===== src/fpt_pkg.sv =====
`default_nettype none
package fpt_pkg;

	// Bus geometry
	localparam int unsigned WB_ADR_W = 12;
	localparam int unsigned IDX_W    = 10;

	// Register indices, byte address is four times the index
	localparam logic [9:0] IDX_SR_VOL   = 10'h06C;
	localparam logic [9:0] IDX_SOFT_RST = 10'h06D;
	localparam logic [9:0] IDX_EXIT_4B  = 10'h06E;
	localparam logic [9:0] IDX_ENTER_4B = 10'h06F;
	localparam logic [9:0] IDX_RD_SUP   = 10'h0C0;
	localparam logic [9:0] IDX_PE_SUP   = 10'h0C1;
	localparam logic [9:0] IDX_LOCK_SUP = 10'h0C2;
	localparam logic [9:0] IDX_LOCK_RSV = 10'h0C3;
	localparam logic [9:0] IDX_ERASE_T1 = 10'h0C4;
	localparam logic [9:0] IDX_ERASE_T2 = 10'h0C5;
	localparam logic [9:0] IDX_ERASE_T3 = 10'h0C6;
	localparam logic [9:0] IDX_ERASE_T4 = 10'h0C7;
	localparam logic [9:0] IDX_OPCODE   = 10'h100;
	localparam logic [9:0] IDX_CS_HIGH  = 10'h101;
	localparam logic [9:0] IDX_SR_WRITE = 10'h102;
	localparam logic [9:0] IDX_STATE    = 10'h103;
	localparam logic [9:0] IDX_NV_SR    = 10'h104;

	// Fixed parameter bytes
	localparam logic [7:0] PV_SR_VOL   = 8'hE8;
	localparam logic [7:0] PV_SOFT_RST = 8'h50;
	localparam logic [7:0] PV_EXIT_4B  = 8'hC1;
	localparam logic [7:0] PV_ENTER_4B = 8'hA5;
	localparam logic [7:0] PV_RD_SUP   = 8'hFF;
	localparam logic [7:0] PV_PE_SUP   = 8'h0E;
	localparam logic [7:0] PV_LOCK_SUP = 8'hF0;
	localparam logic [7:0] PV_LOCK_RSV = 8'hFF;
	localparam logic [7:0] PV_ERASE_T1 = 8'h21;
	localparam logic [7:0] PV_ERASE_T2 = 8'h5C;
	localparam logic [7:0] PV_ERASE_T3 = 8'hDC;
	localparam logic [7:0] PV_ERASE_T4 = 8'hFF;

	// Instruction codes
	localparam logic [7:0] OP_WREN      = 8'h06;
	localparam logic [7:0] OP_VSR_WREN  = 8'h50;
	localparam logic [7:0] OP_RST_EN    = 8'h66;
	localparam logic [7:0] OP_RST       = 8'h99;
	localparam logic [7:0] OP_EXIT_4B   = 8'hE9;
	localparam logic [7:0] OP_ENTER_4B  = 8'hB7;
	localparam logic [7:0] OP_RD4       = 8'h13;
	localparam logic [7:0] OP_FRD4      = 8'h0C;
	localparam logic [7:0] OP_FRD4_DO   = 8'h3C;
	localparam logic [7:0] OP_FRD4_DIO  = 8'hBC;
	localparam logic [7:0] OP_FRD4_QO   = 8'h6C;
	localparam logic [7:0] OP_FRD4_QIO  = 8'hEC;
	localparam logic [7:0] OP_PP4       = 8'h12;
	localparam logic [7:0] OP_PP4_QI    = 8'h34;
	localparam logic [7:0] OP_PP4_QIO   = 8'h3E;
	localparam logic [7:0] OP_DTR_RD4   = 8'h0E;
	localparam logic [7:0] OP_DTR_DIO4  = 8'hBE;
	localparam logic [7:0] OP_DTR_QIO4  = 8'hEE;
	localparam logic [7:0] OP_LOCK_VRD  = 8'hE0;
	localparam logic [7:0] OP_LOCK_VWR  = 8'hE1;
	localparam logic [7:0] OP_LOCK_NVRD = 8'hE2;

	// State register field positions
	localparam int unsigned ST_WEL   = 8;
	localparam int unsigned ST_VWE   = 9;
	localparam int unsigned ST_VOL   = 10;
	localparam int unsigned ST_ADDR4 = 11;
	localparam int unsigned ST_ARMED = 12;
	localparam int unsigned ST_IGN   = 13;
	localparam int unsigned ST_LAST  = 16;

	// Values after reset
	localparam logic [7:0] NV_SR_RST = 8'h00;
	localparam logic [7:0] LAST_RST  = 8'h00;

	typedef enum logic [3:0] {
		CL_NONE,
		CL_WREN,
		CL_VWREN,
		CL_RST_EN,
		CL_RST,
		CL_EXIT_4B,
		CL_ENTER_4B,
		CL_READ,
		CL_PROG,
		CL_ERASE
	} fpt_op_class_e;

	typedef enum logic [1:0] {
		BS_IDLE,
		BS_FETCH,
		BS_ACK
	} fpt_bus_st_e;

	// Support of each wide-address code follows its bit in the parameter table
	function automatic fpt_op_class_e fpt_op_class(input logic [7:0] op);
		fpt_op_class_e c;
		c = CL_NONE;
		case (op)
			OP_WREN:      c = CL_WREN;
			OP_VSR_WREN:  c = CL_VWREN;
			OP_RST_EN:    c = CL_RST_EN;
			OP_RST:       c = CL_RST;
			OP_EXIT_4B:   c = CL_EXIT_4B;
			OP_ENTER_4B:  c = CL_ENTER_4B;
			OP_RD4:       c = PV_RD_SUP[0] ? CL_READ : CL_NONE;
			OP_FRD4:      c = PV_RD_SUP[1] ? CL_READ : CL_NONE;
			OP_FRD4_DO:   c = PV_RD_SUP[2] ? CL_READ : CL_NONE;
			OP_FRD4_DIO:  c = PV_RD_SUP[3] ? CL_READ : CL_NONE;
			OP_FRD4_QO:   c = PV_RD_SUP[4] ? CL_READ : CL_NONE;
			OP_FRD4_QIO:  c = PV_RD_SUP[5] ? CL_READ : CL_NONE;
			OP_PP4:       c = PV_RD_SUP[6] ? CL_PROG : CL_NONE;
			OP_PP4_QI:    c = PV_RD_SUP[7] ? CL_PROG : CL_NONE;
			OP_PP4_QIO:   c = PV_PE_SUP[0] ? CL_PROG : CL_NONE;
			PV_ERASE_T1:  c = PV_PE_SUP[1] ? CL_ERASE : CL_NONE;
			PV_ERASE_T2:  c = PV_PE_SUP[2] ? CL_ERASE : CL_NONE;
			PV_ERASE_T3:  c = PV_PE_SUP[3] ? CL_ERASE : CL_NONE;
			PV_ERASE_T4:  c = PV_PE_SUP[4] ? CL_ERASE : CL_NONE;
			OP_DTR_RD4:   c = PV_PE_SUP[5] ? CL_READ : CL_NONE;
			OP_DTR_DIO4:  c = PV_PE_SUP[6] ? CL_READ : CL_NONE;
			OP_DTR_QIO4:  c = PV_PE_SUP[7] ? CL_READ : CL_NONE;
			OP_LOCK_VRD:  c = PV_LOCK_SUP[0] ? CL_READ : CL_NONE;
			OP_LOCK_VWR:  c = PV_LOCK_SUP[1] ? CL_READ : CL_NONE;
			OP_LOCK_NVRD: c = PV_LOCK_SUP[2] ? CL_READ : CL_NONE;
			default:      c = CL_NONE;
		endcase
		return c;
	endfunction

endpackage
`default_nettype wire

===== src/fpt_link_if.sv =====
`timescale 1ns/1ns
`default_nettype none
interface fpt_link_if;
	logic [9:0] rom_idx;
	logic [7:0] rom_data;
	logic       rom_hit;
	logic       nv_we;
	logic [7:0] nv_wdata;
	logic [7:0] nv_q;

	modport core (output rom_idx, output nv_we, output nv_wdata,
		input rom_data, input rom_hit, input nv_q);
	modport rom (input rom_idx, output rom_data, output rom_hit);
	modport nv (input nv_we, input nv_wdata, output nv_q);
endinterface
`default_nettype wire


===== src/fpt_cmd_top.sv =====
// Function
// - After power-up the status register shows the last value written to its non-volatile copy.
// - A non-volatile status write is taken only after write enable 06h.
// - Code 50h enables a volatile status write that overrides the non-volatile value until power-off.
// - The status volatility parameter byte reads E8h, bit 3 marking the mixed scheme.
// - Soft reset is reset-enable 66h directly followed by reset 99h.
// - E9h leaves and B7h enters four-byte address mode, with no write enable needed.
// - Wide-address single-line reads 13h and 0Ch are accepted.
// - Wide-address dual reads 3Ch and BCh are accepted.
// - Wide-address quad reads 6Ch and ECh are accepted.
// - Wide-address page programs 12h and 34h are accepted.
// - Wide-address program 3Eh is rejected and its support flag reads 0.
// - Wide-address erase types 1 to 3 are accepted, type 4 is rejected and flagged 0.
// - Double-rate wide reads 0Eh, BEh and EEh are rejected and flagged 0.
// - Sector lock codes E0h, E1h and E2h are rejected and flagged 0.
// - Erase instruction bytes read 21h, 5Ch, DCh and FFh for types 1 to 4.
//
// Our own choice: register access over Wishbone.
`timescale 1ns/1ns
`default_nettype none
module fpt_cmd_top #(
	parameter int unsigned ADR_W = fpt_pkg::WB_ADR_W
) (
	// Clock and reset
	input  wire logic              ref_clk_i,
	input  wire logic              reset_n_i,
	// Wishbone slave
	input  wire logic              wb_cyc_i,
	input  wire logic              wb_stb_i,
	input  wire logic              wb_we_i,
	input  wire logic [ADR_W-1:0]  wb_adr_i,
	input  wire logic [3:0]        wb_sel_i,
	input  wire logic [31:0]       wb_dat_i,
	output logic                   wb_ack_o,
	output logic [31:0]            wb_dat_o,
	// Device state
	output logic                   wide_addr_mode_o
);

	fpt_link_if lnk ();

	fpt_param_rom u_rom (
		.ref_clk_i (ref_clk_i),
		.reset_n_i (reset_n_i),
		.lnk       (lnk.rom)
	);

	fpt_nv_status u_nv (
		.ref_clk_i (ref_clk_i),
		.reset_n_i (reset_n_i),
		.lnk       (lnk.nv)
	);

	fpt_pkg::fpt_bus_st_e   bus_st_r;
	fpt_pkg::fpt_bus_st_e   bus_st_nxt;
	fpt_pkg::fpt_op_class_e op_cls;
	logic [9:0]             idx;
	logic [7:0]             wbyte;
	logic [31:0]            rd_nxt;
	logic                   do_wr;
	logic                   cmd_go;
	logic                   cs_go;
	logic                   srw_go;
	logic                   act;
	logic                   soft_rst;
	logic                   wel_r;
	logic                   vwe_r;
	logic                   vol_act_r;
	logic [7:0]             vol_sr_r;
	logic                   addr4_r;
	logic                   armed_r;
	logic                   ign_r;
	logic [7:0]             last_op_r;
	logic [7:0]             sr_eff;

	assign idx   = wb_adr_i[11:2];
	assign wbyte = wb_dat_i[7:0];

	// Table index follows the held address; read data lands one edge later
	assign lnk.rom_idx = idx;

	// Bus sequencing: one fetch cycle covers the table's registered read
	always_comb begin
		bus_st_nxt = bus_st_r;
		case (bus_st_r)
			fpt_pkg::BS_IDLE: begin
				if (wb_cyc_i && wb_stb_i) begin
					bus_st_nxt = fpt_pkg::BS_FETCH;
				end
			end
			fpt_pkg::BS_FETCH: begin
				bus_st_nxt = fpt_pkg::BS_ACK;
			end
			fpt_pkg::BS_ACK: begin
				bus_st_nxt = fpt_pkg::BS_IDLE;
			end
			default: begin
				bus_st_nxt = fpt_pkg::BS_IDLE;
			end
		endcase
	end

	always_ff @(posedge ref_clk_i or negedge reset_n_i) begin
		if (!reset_n_i) begin
			bus_st_r <= fpt_pkg::BS_IDLE;
		end else begin
			bus_st_r <= bus_st_nxt;
		end
	end

	// Writes land on the edge that raises ack; only byte lane 0 is decoded
	assign do_wr  = (bus_st_r == fpt_pkg::BS_FETCH) && wb_cyc_i && wb_stb_i
		&& wb_we_i && wb_sel_i[0];
	assign cmd_go = do_wr && (idx == fpt_pkg::IDX_OPCODE);
	assign cs_go  = do_wr && (idx == fpt_pkg::IDX_CS_HIGH);
	assign srw_go = do_wr && (idx == fpt_pkg::IDX_SR_WRITE) && !ign_r;

	// Table indices have no write decode at all

	assign op_cls   = fpt_pkg::fpt_op_class(wbyte);
	assign act      = cmd_go && !ign_r;
	assign soft_rst = act && (op_cls == fpt_pkg::CL_RST) && armed_r;

	// Effective status: volatile copy wins once activated
	assign sr_eff = vol_act_r ? vol_sr_r : lnk.nv_q;

	// Non-volatile write needs write enable; volatile write needs 50h
	assign lnk.nv_we    = srw_go && wel_r;
	assign lnk.nv_wdata = wbyte;

	// Write enable latch
	always_ff @(posedge ref_clk_i or negedge reset_n_i) begin
		if (!reset_n_i) begin
			wel_r <= 1'b0;
		end else if (soft_rst) begin
			wel_r <= 1'b0;
		end else if (act && (op_cls == fpt_pkg::CL_WREN)) begin
			wel_r <= 1'b1;
		end else if (act && (op_cls == fpt_pkg::CL_PROG || op_cls == fpt_pkg::CL_ERASE)) begin
			wel_r <= 1'b0;
		end else if (srw_go) begin
			wel_r <= 1'b0;
		end
	end

	// Volatile write enable latch
	always_ff @(posedge ref_clk_i or negedge reset_n_i) begin
		if (!reset_n_i) begin
			vwe_r <= 1'b0;
		end else if (soft_rst) begin
			vwe_r <= 1'b0;
		end else if (act && (op_cls == fpt_pkg::CL_VWREN)) begin
			vwe_r <= 1'b1;
		end else if (srw_go) begin
			vwe_r <= 1'b0;
		end
	end

	// Volatile copy: survives soft reset, cleared only by power reset
	always_ff @(posedge ref_clk_i or negedge reset_n_i) begin
		if (!reset_n_i) begin
			vol_act_r <= 1'b0;
			vol_sr_r  <= fpt_pkg::NV_SR_RST;
		end else if (srw_go && wel_r) begin
			vol_sr_r <= wbyte;
		end else if (srw_go && vwe_r) begin
			vol_act_r <= 1'b1;
			vol_sr_r  <= wbyte;
		end
	end

	// Address mode; no write enable is checked here
	always_ff @(posedge ref_clk_i or negedge reset_n_i) begin
		if (!reset_n_i) begin
			addr4_r <= 1'b0;
		end else if (soft_rst) begin
			addr4_r <= 1'b0;
		end else if (act && (op_cls == fpt_pkg::CL_ENTER_4B)) begin
			addr4_r <= 1'b1;
		end else if (act && (op_cls == fpt_pkg::CL_EXIT_4B)) begin
			addr4_r <= 1'b0;
		end
	end

	// Reset-enable must be the very instruction before the reset code
	always_ff @(posedge ref_clk_i or negedge reset_n_i) begin
		if (!reset_n_i) begin
			armed_r <= 1'b0;
		end else if (act) begin
			armed_r <= (op_cls == fpt_pkg::CL_RST_EN);
		end
	end

	// Ignore state: set by a rejected code, held until chip select ends
	always_ff @(posedge ref_clk_i or negedge reset_n_i) begin
		if (!reset_n_i) begin
			ign_r <= 1'b0;
		end else if (cs_go) begin
			ign_r <= 1'b0;
		end else if (act && (op_cls == fpt_pkg::CL_NONE)) begin
			ign_r <= 1'b1;
		end
	end

	// Last accepted array instruction; program and erase need write enable
	always_ff @(posedge ref_clk_i or negedge reset_n_i) begin
		if (!reset_n_i) begin
			last_op_r <= fpt_pkg::LAST_RST;
		end else if (act && (op_cls == fpt_pkg::CL_READ)) begin
			last_op_r <= wbyte;
		end else if (act && wel_r && (op_cls == fpt_pkg::CL_PROG)) begin
			last_op_r <= wbyte;
		end else if (act && wel_r && (op_cls == fpt_pkg::CL_ERASE)) begin
			last_op_r <= wbyte;
		end
	end

	always_ff @(posedge ref_clk_i or negedge reset_n_i) begin
		if (!reset_n_i) begin
			wide_addr_mode_o <= 1'b0;
		end else begin
			wide_addr_mode_o <= addr4_r;
		end
	end

	// Read decode; unmapped indices read zero
	always_comb begin
		rd_nxt = 32'h0000_0000;
		if (lnk.rom_hit) begin
			rd_nxt[7:0] = lnk.rom_data;
		end else if (idx == fpt_pkg::IDX_STATE) begin
			rd_nxt[7:0]                = sr_eff;
			rd_nxt[fpt_pkg::ST_WEL]    = wel_r;
			rd_nxt[fpt_pkg::ST_VWE]    = vwe_r;
			rd_nxt[fpt_pkg::ST_VOL]    = vol_act_r;
			rd_nxt[fpt_pkg::ST_ADDR4]  = addr4_r;
			rd_nxt[fpt_pkg::ST_ARMED]  = armed_r;
			rd_nxt[fpt_pkg::ST_IGN]    = ign_r;
			rd_nxt[fpt_pkg::ST_LAST +: 8] = last_op_r;
		end else if (idx == fpt_pkg::IDX_NV_SR) begin
			rd_nxt[7:0] = lnk.nv_q;
		end else if (idx == fpt_pkg::IDX_OPCODE) begin
			rd_nxt[7:0] = last_op_r;
		end else begin
			rd_nxt = 32'h0000_0000;
		end
	end

	// Ack and read data: both registered; ack one cycle wide, read data held until the next transfer
	always_ff @(posedge ref_clk_i or negedge reset_n_i) begin
		if (!reset_n_i) begin
			wb_ack_o <= 1'b0;
			wb_dat_o <= 32'h0000_0000;
		end else if (bus_st_r == fpt_pkg::BS_FETCH) begin
			wb_ack_o <= 1'b1;
			wb_dat_o <= wb_we_i ? 32'h0000_0000 : rd_nxt;
		end else begin
			wb_ack_o <= 1'b0;
		end
	end

endmodule // fpt_cmd_top
`default_nettype wire


===== src/fpt_nv_status.sv =====
`timescale 1ns/1ns
`default_nettype none
module fpt_nv_status (
	// Clock and reset
	input  wire logic  ref_clk_i,
	input  wire logic  reset_n_i,
	// Store port
	fpt_link_if.nv     lnk
);

	// Retained cell: power reset leaves it alone so the last write survives
	logic [7:0] cell_r = fpt_pkg::NV_SR_RST;

	// Writes are shut out while power is down
	always_ff @(posedge ref_clk_i) begin
		if (reset_n_i && lnk.nv_we) begin
			cell_r <= lnk.nv_wdata;
		end
	end

	assign lnk.nv_q = cell_r;

endmodule // fpt_nv_status
`default_nettype wire


===== src/fpt_param_rom.sv =====
`timescale 1ns/1ns
`default_nettype none
module fpt_param_rom (
	// Clock and reset
	input  wire logic  ref_clk_i,
	input  wire logic  reset_n_i,
	// Table port
	fpt_link_if.rom    lnk
);

	// Constant table, read data registered; no write path exists
	always_ff @(posedge ref_clk_i or negedge reset_n_i) begin
		if (!reset_n_i) begin
			lnk.rom_data <= 8'h00;
			lnk.rom_hit  <= 1'b0;
		end else begin
			lnk.rom_hit <= 1'b1;
			case (lnk.rom_idx)
				fpt_pkg::IDX_SR_VOL:   lnk.rom_data <= fpt_pkg::PV_SR_VOL;
				fpt_pkg::IDX_SOFT_RST: lnk.rom_data <= fpt_pkg::PV_SOFT_RST;
				fpt_pkg::IDX_EXIT_4B:  lnk.rom_data <= fpt_pkg::PV_EXIT_4B;
				fpt_pkg::IDX_ENTER_4B: lnk.rom_data <= fpt_pkg::PV_ENTER_4B;
				fpt_pkg::IDX_RD_SUP:   lnk.rom_data <= fpt_pkg::PV_RD_SUP;
				fpt_pkg::IDX_PE_SUP:   lnk.rom_data <= fpt_pkg::PV_PE_SUP;
				fpt_pkg::IDX_LOCK_SUP: lnk.rom_data <= fpt_pkg::PV_LOCK_SUP;
				fpt_pkg::IDX_LOCK_RSV: lnk.rom_data <= fpt_pkg::PV_LOCK_RSV;
				fpt_pkg::IDX_ERASE_T1: lnk.rom_data <= fpt_pkg::PV_ERASE_T1;
				fpt_pkg::IDX_ERASE_T2: lnk.rom_data <= fpt_pkg::PV_ERASE_T2;
				fpt_pkg::IDX_ERASE_T3: lnk.rom_data <= fpt_pkg::PV_ERASE_T3;
				fpt_pkg::IDX_ERASE_T4: lnk.rom_data <= fpt_pkg::PV_ERASE_T4;
				default: begin
					lnk.rom_data <= 8'h00;
					lnk.rom_hit  <= 1'b0;
				end
			endcase
		end
	end

endmodule // fpt_param_rom
`default_nettype wire


===== config.mk =====
export PLATFORM = sky130hd
export DESIGN_NAME = fpt_cmd_top
export DESIGN_NICKNAME = d
export VERILOG_FILES = /design/src/fpt_pkg.sv /design/src/fpt_link_if.sv /design/src/fpt_cmd_top.sv /design/src/fpt_nv_status.sv /design/src/fpt_param_rom.sv
export SDC_FILE = /design/constraint.sdc
export NUM_CORES = 1
export LEC_CHECK = 0
export BUFFER_PORTS_ARGS = -buffer_cell sky130_fd_sc_hd__buf_2
export CORE_UTILIZATION = 53
export DETAILED_ROUTE_END_ITERATION = 10
export GPL_TIMING_DRIVEN = 0
export PLACE_DENSITY = 0.81
export SETUP_SLACK_MARGIN = 0.2
export SLEW_MARGIN = 15
export SYNTH_ARGS = -nofsm -noshare
export SYNTH_HDL_FRONTEND = slang
export SYNTH_SLANG_ARGS = --single-unit

===== constraint.sdc =====
create_clock -name ref_clk_i -period 2.1 [get_ports ref_clk_i]
set_input_delay 0.525 -clock ref_clk_i [delete_from_list [all_inputs] [get_ports ref_clk_i]]
set_output_delay 0.525 -clock ref_clk_i [all_outputs]
set_load 0.005 [all_outputs]

* Yosys cells after proc, flatten, opt, wreduce, memory -nomap -nowiden
Cells that the tools add are included. W data, S select, Z words.
Operators by class: bitwise operators 1, reductions and logical operators 41, mux-type cells 30, equality and inequality tests 45
Operators with widths (number):
- $eq A10 B8 Y1 const B | 8
- $mux W8 | 10
- $pmux W8 S10 | 1
- $eq A10 B9 Y1 const B | 5
- $eq A8 B8 Y1 const B | 6
- $eq A10 B7 Y1 const B | 4
- $pmux W4 S9 | 1
- $eq A8 B7 Y1 const B | 4
- $mux W32 | 1
- $logic_and A1 B1 Y1 | 25
- $eq A8 B6 Y1 const B | 3
- $eq A4 B3 Y1 const B | 4
- $eq A8 B5 Y1 const B | 2
- $mux W16 | 1
- $mux W14 | 1
- $mux W1 | 13
- $reduce_or A12 Y1 | 1
- $reduce_bool A3 Y1 | 3
- $eq A4 B2 Y1 const B | 2
- $eq A4 B4 Y1 const B | 2
- $eq A8 B3 Y1 const B | 1
- $eq A8 B4 Y1 const B | 1
- $reduce_or A3 Y1 | 2
- $reduce_or A6 Y1 | 1
- other kinds (14) | 15
Word-level totals: word-level logic and storage cells 132, register bits after elaboration 75, bits of input ports 53

* Logic depth before layout (Yosys ltp)
depth after elaboration 12, mapped depth 8

* Cells and area by module
From an unflattened synthesis, not the netlist that was laid out.
Unflattened totals: cell total of the unflattened synthesis 298, area, all modules 3354.5 µm²
Modules (own cells, without submodules):
- fpt_cmd_top | cells each 234, area an instance 2583.7 µm², instances 1
- fpt_param_rom | cells each 55, area an instance 524.3 µm², instances 1
- fpt_nv_status | cells each 9, area an instance 246.5 µm², instances 1

* Least setup slack after synthesis
Ideal clock, no wire load.
path type input -> register, start point input port wb_dat_i[6], end point register last_op_r[0], buffers on the path 2, cell stages on the path 8, arrival time 1950 ps, slack 25 ps, setup time 125 ps, path through buf_2 nor4b_2 o2bb2a_2 o21ai_2 a21oi_1 or2_1 buf_6 mux2_4
Between the ends: longest elaborated chain between the ends 7, elaborated cells between the ends (all ways) 30, those cells by class 20 x eq/ne; 3 x mux; 7 x reduce/logical
RTL lines:
- start: declaration | line fpt_cmd_top.sv:33 | input wire logic [31:0] wb_dat_i,
- $eq A8 B8 Y1 (tied with other cells) | line fpt_pkg.sv:100 | case (op)
- $reduce_or A6 Y1 (no line) (tied with other cells)
- $pmux W4 S9 (*) | line fpt_pkg.sv:100
- $eq A4 B4 Y1 | line fpt_cmd_top.sv:211 | end else if (act && wel_r && (op_cls == fpt_pkg::CL_PROG)) begin
- $logic_and A1 B1 Y1 | line fpt_cmd_top.sv:211
- $mux W8 | line fpt_cmd_top.sv:211
- $mux W8 | line fpt_cmd_top.sv:209 | end else if (act && (op_cls == fpt_pkg::CL_READ)) begin
- end signal: assignment | line fpt_cmd_top.sv:208 | last_op_r <= fpt_pkg::LAST_RST;
- end signal: assignment | line fpt_cmd_top.sv:210 | last_op_r <= wbyte;
- end signal: assignment | line fpt_cmd_top.sv:212 | last_op_r <= wbyte;
- end: declaration | line fpt_cmd_top.sv:73 | logic [7:0] last_op_r;
Mark *: on every way between the ends. The rest lies on a longest branch, timed or not. A chain may end at the register's enable or synchronous reset.

* Final worst setup path
start point input port wb_dat_i[3], end point register last_op_r[3]
Between the ends: longest elaborated chain between the ends 7, elaborated cells between the ends (all ways) 31, those cells by class 20 x eq/ne; 4 x mux; 7 x reduce/logical
RTL lines (line):
- $eq A8 B8 Y1 (tied with other cells) | fpt_pkg.sv:100
- $reduce_or A6 Y1 (no line) (tied with other cells)
- $pmux W4 S9 | fpt_pkg.sv:100
- $eq A4 B4 Y1 | fpt_cmd_top.sv:211
- $logic_and A1 B1 Y1 | fpt_cmd_top.sv:211
- $mux W8 | fpt_cmd_top.sv:211
- $mux W8 | fpt_cmd_top.sv:209
Parallel ways exist; a longest one is shown, timed or not. The select of a mux whose other input is x is not followed.

==> impl_metrics.toml <==
[pwr]
cellPowerDensity_nw_per_um2 = 599
leakage_nw = 1.96
ir_worst_vdd_mv = 0.406
totalPowerFinal_mw = 2.39

[worst_setup_path]
rr_startpoint = "bus_st_r[1]"
cp.arrival_ns = 2.20
r2r_slack_ns = 0.20
rr_worst_depth = 5
required_ns = 2.33
startpoint_type = "primary input"
reg2reg_to = "u_nv.lnk.nv_q[4]"
crit_path_end_kind = "register"
path_class = "in -> reg"
cp_max_fo = 9

[grt]
grt_start_max_net_pins = 59
grt_overflow = 0
first_global_vias = 2379
antenna_found_initial = 0
track_usage_pct = 25.1
grt_pass1_wl_um = 11900

[cts]
cts_buffer_depth = 2
path_clk_slew_ns = 0.07
cts.sinks = 65
numCtsBuffers = 9
insertion_delay_ns = 0.34
root_buffer = "clkbuf_8"
cts_tree = "yes"
h-tree-depth = 3

[layout]
fin_util_pct = 67.4
drive_gt1_share_pct = 31.4
nets = 430
synthToLayoutAreaGrowth_pct = 22.7
diodes = 0

[status]
status = "complete, no violations"

[timing]
post-route-min-period_ns = 1.97
hold_viol_final = 0
fin_crit_sh_pct = 93.9
clock_skew_ns = 0.00873
finalMaxSlewViolations = 0
slew_headroom_pct = 52.9
setup_ws_ns = 0.129
clock.fmax_mhz = 507
setup_viol = 0
hold_slack_ns = 0.222
rsz0062_at_grt = "true"
tightest_slew_ns = 0.707

[routing]
dr.pass1.iters = 6
viasPerCell = 5.82
routed_wirelength_um = 7740
wl_per_cell_um = 16.9
drc = 0
drtIter0Drc = 151
ant_nets = 0
num_vias = 2662

[die]
initial_core_util_pct = 54.9
dieArea_um2 = 6460
die_w_um = 80.3
die_y_um = 80.3
row_count = 28
pin_count = 87
core_um2 = 5920

[yosys]
ys.flop_type = "dfrtp_1"
ys_ff_latch = 65
synth_edf_count = 8
synth_cells = 299
yosysWarningCount = 0
syn_area_um2 = 3250
async_flop_share_pct = 87.7
avgSynthCellArea_um2 = 10.9
ys_seq_area_share_pct = 51.2
synth_cell_type_count = 58

[placed_design]
pre_cts_ws_ns = -0.267
port_buffers = 46
place.gp.congestion = 0.902
hpwl_um = 5120

[min_path]
worstHoldPathType = "in -> async"

[flow_run]
drv_cap = 0
how the worst max path moves through the flow:
stage | startpoint | slack [ns] | end | depth (start not counted)
finish | wb_dat_i[3] | 0.13 | last_op_r[3] | 8
global route | wb_dat_i[6] | 0.10 | last_op_r[5] | 9
CTS | bus_st_r[1] | 0.14 | last_op_r[5] | 7
detailed placement | wb_adr_i[11] | -0.27 | wb_dat_o[6] | 7
global placement | reset_n_i | -0.25 | u_nv.lnk.nv_q[7] | 2
floorplan | wb_dat_i[7] | 0.04 | last_op_r[0] | 8
cell usage after synthesis (all sizes together), types with 2 or more instances:
cell | n | share of area, %
o21ai | 12 | 2.0
or3 | 2 | 0.38
a22o | 15 | 4.0
and3 | 3 | 0.58
and4b | 2 | 0.62
nand4 | 3 | 0.58
nor4b | 5 | 1.7
edfxtp | 8 | 7.4
buf | 17 | 3.9
mux2 | 16 | 6.5
or4 | 2 | 0.46
and4 | 4 | 1.1
nand2b | 12 | 2.3
nor2b | 6 | 1.2
nor4 | 5 | 1.4
inv | 6 | 0.69
nor3 | 7 | 1.4
a32o | 9 | 2.8
nand3 | 13 | 2.0
o21a | 2 | 0.46
nand2 | 30 | 3.5
and2 | 3 | 0.65
dfrtp | 57 | 44
clkbuf | 6 | 0.69
or2 | 3 | 0.58
nor2 | 15 | 1.7
a21oi | 18 | 2.8
flip-flops by register name, indices dropped and copies added (netlist names):
register and count:
vol_act_r 1, vwe_r 1, u_rom.lnk.rom_hit 1, armed_r 1
addr4_r 1, last_op_r 8, vol_sr_r 8, wb_ack_o 1
u_rom.lnk.rom_data 8, wel_r 1, bus_st_r 2, ign_r 1
wb_dat_o 22, u_nv.lnk.nv_q 8, wide_addr_mode_o 1
metal layers:
metal  wire length [um]  up-vias  GRT usage, %
met1               3290     1294          33.0
met4                162        0          7.32
li1                   -     1242             -
met5                  0        -             0
met2               3800      108          40.3
met3                492       18          7.16
cells by family (layout without fill, tap and decap cells):
logic type                Yosys count  count (layout)  share of synthesized area [%]
and+or+nand+nor                   120             120                           21.7
AOI/OAI and AO/OA                  67              67                           15.0
DFF                                65              65                           51.2
buffers and inverters              29             103                           5.31
muxes                              16              16                           6.46
other                               1              10                          0.115
xor gates and xnor gates            1               1                          0.269
repair_timing:
| item | CTS | global route |
|---|---|---|
| buffers inserted | 4 | 8 |
| resized for setup | 10 | 15 |
| endpoints found under the setup margin | 44 | 42 |
| cloned | 0 | 0 |
| pin swaps | 5 | 10 |
| hold buffers | 0 | 0 |
cells in the final DEF, fill, tap and decap left out, types with 3 or more instances in the layout:
master / synthesis / routed
a21oi_1: 18 / 18
a22o_1: 15 / 15
a32o_1: 8 / 8
and4_1: 4 / 4
buf_2: 3 / 44
buf_4: 10 / 22
buf_6: 3 / 5
clkbuf_1: 6 / 8
clkbuf_8: 0 / 9
clkinv_2: 0 / 3
conb_1: 1 / 10
dfrtp_1: 57 / 57
edfxtp_1: 8 / 8
inv_1: 6 / 6
mux2_1: 6 / 6
mux2_4: 8 / 8
nand2_1: 30 / 30
nand2b_1: 12 / 11
nand3_1: 13 / 13
nand4_1: 3 / 3
nor2_1: 15 / 12
nor2b_1: 6 / 6
nor3_1: 5 / 4
o21ai_0: 10 / 10
power breakdown:
group / internal, mW / total [mW] / switching (mW)
Sequential: 1.28 / 1.28 / 0.00357
Clock: 0.426 / 0.899 / 0.473
Combinational: 0.0816 / 0.211 / 0.129
per-stage QoR:
stage | area [um^2] | TNS (ns) | instances
after global placement | 3620 | -6.31 | 429
after global routing | 3990 | 0 | 457
after floorplan | 3300 | 0 | 308
after detailed placement | 3630 | -7.04 | 429
after CTS | 3870 | 0 | 449
final | 3990 | 0 | 457
worst max-delay path: stages:
cell      delay, ns
buf_2          0.18
and4bb_1       0.36
a32oi_1        0.10
o21ai_2        0.24
a21oi_1        0.09
or2_1          0.24
buf_6          0.16
mux2_4         0.31
final cells by class:
type	instances	area, um^2
Buffer	23	166
Tap cell	75	93.8
Multi-Input combinational cell	214	1550
Fill cell	446	1930
Sequential cell	65	1670
Clock inverter	5	32.5
Timing Repair Buffer	58	330
Clock buffer	11	131
Inverter	6	22.5
Power figures use the tool's default switching activity.
